`src/cbcc_pkg.sv`:
```
package cbcc_pkg;

  // ----------------------------------------
  // Processor status encodings
  // ----------------------------------------
  localparam logic [2:0] ST_INTERRUPT_ACK_STROBE    = 3'h0;
  localparam logic [2:0] ST_IO_RD   = 3'h1;
  localparam logic [2:0] ST_IO_WR   = 3'h2;
  localparam logic [2:0] ST_HALT    = 3'h3;
  localparam logic [2:0] ST_CODE    = 3'h4;
  localparam logic [2:0] ST_MEM_RD  = 3'h5;
  localparam logic [2:0] ST_MEM_WR  = 3'h6;
  localparam logic [2:0] ST_PASSIVE = 3'h7;

  // ----------------------------------------
  // Timing
  // ----------------------------------------
  localparam int CLK_PERIOD_NS = 50;
  localparam int AEN_DELAY_NS  = 105;
  localparam int AEN_DELAY_CYC = (AEN_DELAY_NS + CLK_PERIOD_NS - 1) / CLK_PERIOD_NS;
  localparam int AEN_CNT_W     = $clog2(AEN_DELAY_CYC + 1);

  // ----------------------------------------
  // Register map (byte addresses)
  // ----------------------------------------
  localparam int          ADDR_W       = 3;
  localparam logic [2:0]  REG_CONTROL  = 3'h0;
  localparam logic [2:0]  REG_STATUS   = 3'h4;
  localparam logic        CONTROL_RST  = 1'b1;
  localparam int          CTRL_EN_BIT  = 0;
  localparam int          STS_CEN_BIT  = 0;
  localparam int          STS_AEN_BIT  = 1;
  localparam int          STS_IOB_BIT  = 2;
  localparam int          STS_CODE_LSB = 4;
  localparam int          STS_FSM_LSB  = 8;

  // ----------------------------------------
  // Machine cycle phases
  // ----------------------------------------
  typedef enum logic [1:0] {
    PH_IDLE = 2'b00,
    PH_T1   = 2'b01,
    PH_T2   = 2'b10,
    PH_T3   = 2'b11
  } cbcc_phase_t;

endpackage : cbcc_pkg

```
`src/cbcc_bus_controller.sv`:
```
// Chosen here: register access over Avalon-MM and the register offsets.
`timescale 1ns/1ns
// Summary of operation
// - Mode input high selects I/O-bus mode, low selects system-bus mode.
// - All command and control outputs are registered on the processor clock.
// - Commands and controls come from decoding the three status inputs.
// - Direction output high for writes, low for reads.
// - Address strobe pulses so latches capture address on its falling edge.
// - System-bus mode: commands enabled 3 clock cycles (105 ns rounded up to 150 ns) after arbitration enable asserts.
// - Memory commands, and I/O commands in system-bus mode, float while arbitration enable is deasserted.
// - Memory read command is driven active low.
// - Advanced memory write starts early, timed like the read commands.
// - Normal memory write starts later than the advanced memory write.
// - Advanced I/O write starts earlier than the normal I/O write.
// - Command enable high lets outputs work; low holds them inactive.
// - Data enable connects the transceivers during data transfers.
// - System-bus mode: shared pin is cascade enable during interrupt acknowledge.
// - I/O-bus mode: shared pin is the peripheral data enable for I/O cycles.
// - Status 000 ack, 001 I/O read, 010 I/O writes, 100/101/110 memory, 011/111 none.
// - I/O-bus mode: I/O commands stay enabled regardless of arbitration enable.
// - Address strobe occurs every machine cycle, halt included.
module cbcc_bus_controller
(
  input  wire logic                       clk_sys,
  input  wire logic                       reset,
  input  wire logic [2:0]                 cpu_status_lines,
  input  wire logic                       io_bus_mode_select,
  input  wire logic                       command_output_enable,
  input  wire logic                       arbitration_enable_n,
  output logic                            address_latch_strobe,
  output logic                            transfer_direction,
  output logic                            transceiver_data_enable,
  output logic                            cascade_or_peripheral_enable,
  output logic                            memory_read_cmd_n,
  output logic                            memory_write_cmd_n,
  output logic                            early_memory_write_n,
  output logic                            io_read_cmd_n,
  output logic                            io_write_cmd_n,
  output logic                            early_io_write_n,
  output logic                            interrupt_ack_strobe_n,
  output logic                            mem_cmd_oe,
  output logic                            io_cmd_oe,
  input  wire logic [cbcc_pkg::ADDR_W-1:0] avs_address,
  input  wire logic                       avs_read,
  input  wire logic                       avs_write,
  input  wire logic [31:0]                avs_writedata,
  input  wire logic [3:0]                 avs_byteenable,
  output logic [31:0]                     avs_readdata,
  output logic                            avs_waitrequest
);

  // ----------------------------------------
  // Status decode
  // ----------------------------------------
  function automatic logic cbcc_is_read(input logic [2:0] code);
    cbcc_is_read = (code == cbcc_pkg::ST_INTERRUPT_ACK_STROBE) || (code == cbcc_pkg::ST_IO_RD) ||
                   (code == cbcc_pkg::ST_CODE) || (code == cbcc_pkg::ST_MEM_RD);
  endfunction : cbcc_is_read

  function automatic logic cbcc_is_io(input logic [2:0] code);
    cbcc_is_io = (code == cbcc_pkg::ST_INTERRUPT_ACK_STROBE) || (code == cbcc_pkg::ST_IO_RD) ||
                 (code == cbcc_pkg::ST_IO_WR);
  endfunction : cbcc_is_io

  // ----------------------------------------
  // State
  // ----------------------------------------
  cbcc_pkg::cbcc_phase_t              phase;
  cbcc_pkg::cbcc_phase_t              next_phase;
  logic [2:0]                         code;
  logic [2:0]                         next_code;
  logic [cbcc_pkg::AEN_CNT_W-1:0]     aen_cnt;
  logic [cbcc_pkg::AEN_CNT_W-1:0]     next_aen_cnt;
  logic                               ctrl_enable;
  logic                               next_ctrl_enable;
  logic                               ack;
  logic                               next_ack;
  logic [31:0]                        next_readdata;
  logic                               next_ale;
  logic                               next_dtr;
  logic                               next_den;
  logic                               next_shared;
  logic                               next_memory_read_cmd_n;
  logic                               next_memory_write_cmd_n;
  logic                               next_early_memory_write_n;
  logic                               next_io_read_cmd_n;
  logic                               next_io_write_cmd_n;
  logic                               next_early_io_write_n;
  logic                               next_interrupt_ack_strobe_n;
  logic                               next_mem_oe;
  logic                               next_io_oe;
  logic                               cmd_on;
  logic                               early;
  logic                               late;
  logic                               xfer;
  logic                               aen_ok;

  // ----------------------------------------
  // Machine cycle sequencer
  // ----------------------------------------
  always_comb
  begin
    next_phase = phase;
    next_code  = code;
    case (phase)
      cbcc_pkg::PH_IDLE:
      begin
        if (cpu_status_lines != cbcc_pkg::ST_PASSIVE)
        begin
          next_phase = cbcc_pkg::PH_T1;
          next_code  = cpu_status_lines;
        end
      end
      cbcc_pkg::PH_T1:
        next_phase = cbcc_pkg::PH_T2;
      cbcc_pkg::PH_T2:
        next_phase = (cpu_status_lines == cbcc_pkg::ST_PASSIVE) ?
                     cbcc_pkg::PH_IDLE : cbcc_pkg::PH_T3;
      cbcc_pkg::PH_T3:
      begin
        if (cpu_status_lines == cbcc_pkg::ST_PASSIVE)
        begin
          next_phase = cbcc_pkg::PH_IDLE;
          next_code  = cbcc_pkg::ST_PASSIVE;
        end
      end
      default:
        next_phase = cbcc_pkg::PH_IDLE;
    endcase
  end

  always_ff @(posedge clk_sys)
  begin
    if (reset)
    begin
      phase <= cbcc_pkg::PH_IDLE;
      code  <= cbcc_pkg::ST_PASSIVE;
    end
    else
    begin
      phase <= next_phase;
      code  <= next_code;
    end
  end

  // ----------------------------------------
  // Arbitration enable delay
  // ----------------------------------------
  // count cycles since asserted
  always_comb
  begin
    next_aen_cnt = '0;
    if (!arbitration_enable_n)
    begin
      next_aen_cnt = aen_ok ? aen_cnt : aen_cnt + cbcc_pkg::AEN_CNT_W'(1);
    end
  end

  assign aen_ok = (aen_cnt == cbcc_pkg::AEN_CNT_W'(cbcc_pkg::AEN_DELAY_CYC));

  always_ff @(posedge clk_sys)
  begin
    if (reset)
      aen_cnt <= '0;
    else
      aen_cnt <= next_aen_cnt;
  end

  // ----------------------------------------
  // Command and control outputs
  // ----------------------------------------
  // Outputs follow next_phase so they line up with the registered phase
  always_comb
  begin
    cmd_on = command_output_enable && ctrl_enable;
    early  = (next_phase == cbcc_pkg::PH_T2) || (next_phase == cbcc_pkg::PH_T3);
    late   = (next_phase == cbcc_pkg::PH_T3);
    xfer   = (next_phase != cbcc_pkg::PH_IDLE) && (next_code != cbcc_pkg::ST_HALT) &&
             (next_code != cbcc_pkg::ST_PASSIVE);

    next_memory_read_cmd_n  = ~(cmd_on && early && (next_code == cbcc_pkg::ST_CODE ||
                                         next_code == cbcc_pkg::ST_MEM_RD));
    next_early_memory_write_n  = ~(cmd_on && early && next_code == cbcc_pkg::ST_MEM_WR);
    next_memory_write_cmd_n  = ~(cmd_on && late  && next_code == cbcc_pkg::ST_MEM_WR);
    next_io_read_cmd_n  = ~(cmd_on && early && next_code == cbcc_pkg::ST_IO_RD);
    next_early_io_write_n = ~(cmd_on && early && next_code == cbcc_pkg::ST_IO_WR);
    next_io_write_cmd_n  = ~(cmd_on && late  && next_code == cbcc_pkg::ST_IO_WR);
    next_interrupt_ack_strobe_n  = ~(cmd_on && early && next_code == cbcc_pkg::ST_INTERRUPT_ACK_STROBE);

    next_ale = cmd_on && (next_phase == cbcc_pkg::PH_T1);
    // direction from T1, ahead of enable
    next_dtr = ~(cmd_on && xfer && cbcc_is_read(next_code));
    next_den = cmd_on && early && xfer &&
               !(io_bus_mode_select && cbcc_is_io(next_code));
    if (io_bus_mode_select)
    begin
      next_shared = ~(cmd_on && early && xfer && cbcc_is_io(next_code));
    end
    else
    begin
      next_shared = cmd_on && next_code == cbcc_pkg::ST_INTERRUPT_ACK_STROBE &&
                    (next_phase == cbcc_pkg::PH_T1 || next_phase == cbcc_pkg::PH_T2);
    end

    next_mem_oe = (next_aen_cnt == cbcc_pkg::AEN_CNT_W'(cbcc_pkg::AEN_DELAY_CYC));
    next_io_oe  = io_bus_mode_select || next_mem_oe;
  end

  always_ff @(posedge clk_sys)
  begin
    if (reset)
    begin
      address_latch_strobe         <= 1'b0;
      transfer_direction           <= 1'b1;
      transceiver_data_enable      <= 1'b0;
      cascade_or_peripheral_enable <= 1'b0;
      memory_read_cmd_n            <= 1'b1;
      memory_write_cmd_n           <= 1'b1;
      early_memory_write_n         <= 1'b1;
      io_read_cmd_n                <= 1'b1;
      io_write_cmd_n               <= 1'b1;
      early_io_write_n             <= 1'b1;
      interrupt_ack_strobe_n       <= 1'b1;
      mem_cmd_oe                   <= 1'b0;
      io_cmd_oe                    <= 1'b0;
    end
    else
    begin
      address_latch_strobe         <= next_ale;
      transfer_direction           <= next_dtr;
      transceiver_data_enable      <= next_den;
      cascade_or_peripheral_enable <= next_shared;
      memory_read_cmd_n            <= next_memory_read_cmd_n;
      memory_write_cmd_n           <= next_memory_write_cmd_n;
      early_memory_write_n         <= next_early_memory_write_n;
      io_read_cmd_n                <= next_io_read_cmd_n;
      io_write_cmd_n               <= next_io_write_cmd_n;
      early_io_write_n             <= next_early_io_write_n;
      interrupt_ack_strobe_n       <= next_interrupt_ack_strobe_n;
      mem_cmd_oe                   <= next_mem_oe;
      io_cmd_oe                    <= next_io_oe;
    end
  end

  // ----------------------------------------
  // Register slave
  // ----------------------------------------
  // One wait cycle per access keeps read data registered
  assign avs_waitrequest = (avs_read || avs_write) && !ack;

  always_comb
  begin
    next_ack         = (avs_read || avs_write) && !ack;
    next_ctrl_enable = ctrl_enable;
    next_readdata    = avs_readdata;
    if (avs_write && ack && avs_address == cbcc_pkg::REG_CONTROL && avs_byteenable[0])
    begin
      next_ctrl_enable = avs_writedata[cbcc_pkg::CTRL_EN_BIT];
    end
    if (avs_read && !ack)
    begin
      next_readdata = 32'h0;
      if (avs_address == cbcc_pkg::REG_CONTROL)
      begin
        next_readdata[cbcc_pkg::CTRL_EN_BIT] = ctrl_enable;
      end
      else if (avs_address == cbcc_pkg::REG_STATUS)
      begin
        next_readdata[cbcc_pkg::STS_CEN_BIT] = command_output_enable;
        next_readdata[cbcc_pkg::STS_AEN_BIT] = aen_ok;
        next_readdata[cbcc_pkg::STS_IOB_BIT] = io_bus_mode_select;
        next_readdata[cbcc_pkg::STS_CODE_LSB +: 3] = code;
        next_readdata[cbcc_pkg::STS_FSM_LSB +: 2]  = phase;
      end
    end
  end

  always_ff @(posedge clk_sys)
  begin
    if (reset)
    begin
      ack          <= 1'b0;
      ctrl_enable  <= cbcc_pkg::CONTROL_RST;
      avs_readdata <= 32'h0;
    end
    else
    begin
      ack          <= next_ack;
      ctrl_enable  <= next_ctrl_enable;
      avs_readdata <= next_readdata;
    end
  end

endmodule : cbcc_bus_controller

```
`config.mk`:
```
export PLATFORM = sky130hd
export DESIGN_NAME = cbcc_bus_controller
export DESIGN_NICKNAME = d
export VERILOG_FILES = /design/src/cbcc_pkg.sv /design/src/cbcc_bus_controller.sv
export SDC_FILE = /design/constraint.sdc
export NUM_CORES = 1
export LEC_CHECK = 0
export ABC_AREA = 1
export BUFFER_PORTS_ARGS = -buffer_cell sky130_fd_sc_hd__buf_2
export CAP_MARGIN = 20
export CORE_MARGIN = 2
export CORE_UTILIZATION = 42
export DETAILED_ROUTE_END_ITERATION = 12
export PLACE_DENSITY_LB_ADDON = 0.2
export SYNTH_ARGS = -nofsm -noshare
export SYNTH_HDL_FRONTEND = slang
export SYNTH_SLANG_ARGS = --single-unit
export TNS_END_PERCENT = 100
```
`constraint.sdc`:
```
create_clock -name clk_sys -period 2.1 [get_ports clk_sys]
set_input_delay 0.315 -clock clk_sys [delete_from_list [all_inputs] [get_ports clk_sys]]
set_output_delay 0.315 -clock clk_sys [all_outputs]
set_load 0.01 [all_outputs]
```
==> results.cfg <==
[route]
drc = 0
via_count = 1250
routed_wl_um = 2772
drt-pass1-iter-count = 4
drt-wirelength-per-cell_um = 9.659
drt_iter0_drc = 48
route.antenna.remaining_nets = 0
vias_per_cell = 4.355

[hold_path]
whs_path_depth = 2
hold_path_startpoint = arbitration_enable_n
hp-class = in -> reg

[logic_synthesis]
synth.most_common_cell = nand2_1
synthCells = 200
synth-seq-cells = 30
syn_avg_cell_area_um2 = 7.682
synth_largest_area_cell = dfxtp_1
synth_edf_count = 0
synthSimpleGateAreaFrac_pct = 27.69
yosysWarnings = 0
synth_fa_ha_area_share_pct = 4.886
syn-cell-area_um2 = 1536
synth_ff_type = dfxtp_1
ys_seq_area_share_pct = 39.09
synthArstFlopShare_pct = 0
synth.distinct_cells = 29
synth-compound-area-share_pct = 9.283
synth_top_area_share_pct = 39.09
synth_mux_area_share_pct = 0
synth_top_family_by_area = simple AND/OR/NAND/NOR gates
yosys-top-cells-area = dfxtp_1, buf_4, nand2_1
synth_commonest_cells = nand2_1, dfxtp_1, buf_4
synth_xor_area_share_pct = 0

[die]
std_cell_rows = 21
core_area_um2 = 3416
initial_core_util_pct = 44.98
die_h_um = 64.49
die_area_um2 = 4158
io_pins = 95
chipWidth_um = 64.49

[placed_design]
globalplace.congestion = 0.7943
hpwl_um = 2127
io_buffers = 36

[global_routing]
overflow = 0
grt_pass1_wl_um = 4747
antenna_found_initial = 0
grt_pass1_vias = 1115
grt_max_degree = 17
grt_usage_pct = 14.58

[clock_tree]
cts_root_buf = clkbuf_4
htree_num_levels = 2
cts_hold_buffers = 0
ctsResizeCount = 0
post-cts-setup-buffers = 0
cts_tree = done
numCtsBuffers = 5
cts.clk_slew.worst_paths_ns = 0.09
clock-sinks = 30
cts_buffer_depth = 2
clk_latency_ns = 0.33

[timing]
period_share_pct = 90.02
hold_ws_ns = 0.1729
fin_tns_setup_ns = 0
rsz0062_at_grt = false
final_max_slew_viol_count = 0
fin_crit_ns = 1.890
setup_viol = 0
hold_violations = 0
fmax_mhz = 529.0
skew_ns = 0.006591

[critical_path]
worstPathMaxFanout = 5
endpoint_kind = register
cp_data_arrival_time_ns = 2.16
startpoint = phase[0]$_SDFF_PP0_
startpoint_type = register
cp_data_required_time_ns = 2.37
crit_type = reg -> reg
rr_worst_depth = 9
r2r_start = phase[0]$_SDFF_PP0_

[layout]
fill_cells = 377
drive_above_1_share_pct = 25.73
multi_input_area_um2 = 739.5
nets = 295
register_area_um2 = 600.6
diodes = 0
syn_to_final_growth_pct = 12.70

[outcome]
status = completed

[power]
vdd.ir_drop.worst_v = 0.0004231
power.density_nw_per_um2 = 821.6
power.static_leakage_nw = 0.8885

[run]
max_cap_viol_count = 0
-- final cells by class --
class                   count  area share [%]
well taps                  46           3.324
repair buffers             37           10.84
clock inverters             1          0.2890
multi-input cells         143           42.70
flip-flops and latches     30           34.68
clock buffers               7           3.179
inverters                  23           4.986
-- state kept, by name, summed over array words and instances (netlist names) --
| register | flops |
|---|---|
| address_latch_strobe | 1 |
| phase | 2 |
| ack | 1 |
| early_io_write_n | 1 |
| io_write_cmd_n | 1 |
| io_cmd_oe | 1 |
| transfer_direction | 1 |
| io_read_cmd_n | 1 |
| mem_cmd_oe | 1 |
| transceiver_data_enable | 1 |
| avs_readdata | 8 |
| memory_write_cmd_n | 1 |
| memory_read_cmd_n | 1 |
| ctrl_enable | 1 |
| early_memory_write_n | 1 |
| aen_cnt | 2 |
| code | 3 |
| interrupt_ack_strobe_n | 1 |
| cascade_or_peripheral_enable | 1 |
-- worst paths after layout --
check | end | slack (ns)
worst max register to register | cascade_or_peripheral_enable$_SDFF_PP0_ | 0.21
worst max-delay path | cascade_or_peripheral_enable$_SDFF_PP0_ | 0.21
worst min-delay path | aen_cnt[0]$_SDFF_PP0_ | 0.17
worst min register to register | aen_cnt[0]$_SDFF_PP0_ | 0.48
-- worst max-delay path, stage by stage, from the launching register on --
cell and delay (ns):
dfxtp_1 0.44, inv_2 0.08, ha_1 0.25, a21oi_1 0.20, a31oi_2 0.08, ha_1 0.29
or2_2 0.29, nor2_1 0.10, nor2_1 0.04, nor2_1 0.07
-- metrics by stage --
step	utilization [%]	total power, mW	std cells	instance area, um^2	setup slack (ns)
floorplan	-	1.007	223	1623	0.3935
global placement	48.75	1.079	279	1665	0.1765
detailed placement	48.75	1.083	279	1665	0.1653
CTS	50.51	1.428	287	1725	0.1407
global route	50.70	1.529	287	1732	0.03491
finish	50.70	1.423	287	1732	0.2097
-- metal layers --
metal / vias to the layer above / GRT usage, % / wire (um)
li1: 668 / - / -
met1: 540 / 18.87 / 1330
met2: 37 / 22.66 / 1242
met3: 5 / 4.167 / 164
met4: 0 / 6.383 / 35
met5: - / 0 / 0
-- kinds of logic (layout without fill, tap and decap cells) --
logic type	after synthesis	in the layout
flip-flops	30	30
buffers and inverters	50	68
other	1	24
AND/OR/NAND/NOR	88	88
AO/OA/AOI/OAI	25	25
adder cells (fa/ha/maj)	6	6
-- cell usage in the layout, fill, tap and decap left out, types with 2 or more instances in the layout --
| cell | count |
|---|---|
| a21oi_1 | 12 |
| buf_2 | 36 |
| clkbuf_4 | 5 |
| conb_1 | 24 |
| dfxtp_1 | 30 |
| ha_1 | 6 |
| inv_1 | 21 |
| inv_2 | 2 |
| nand2_1 | 44 |
| nand2_2 | 4 |
| nand3_1 | 8 |
| nand3_2 | 3 |
| nand4_1 | 5 |
| nor2_1 | 16 |
| o21ai_0 | 8 |
| or2_2 | 2 |
-- where the power goes --
part / leakage [nW] / internal (mW) / switching [mW]
Sequential: 0.247 / 0.617 / 0.0322
Clock: 0.0353 / 0.162 / 0.191
Combinational: 0.607 / 0.141 / 0.280
Note: power is estimated with default switching activity, not from simulation.
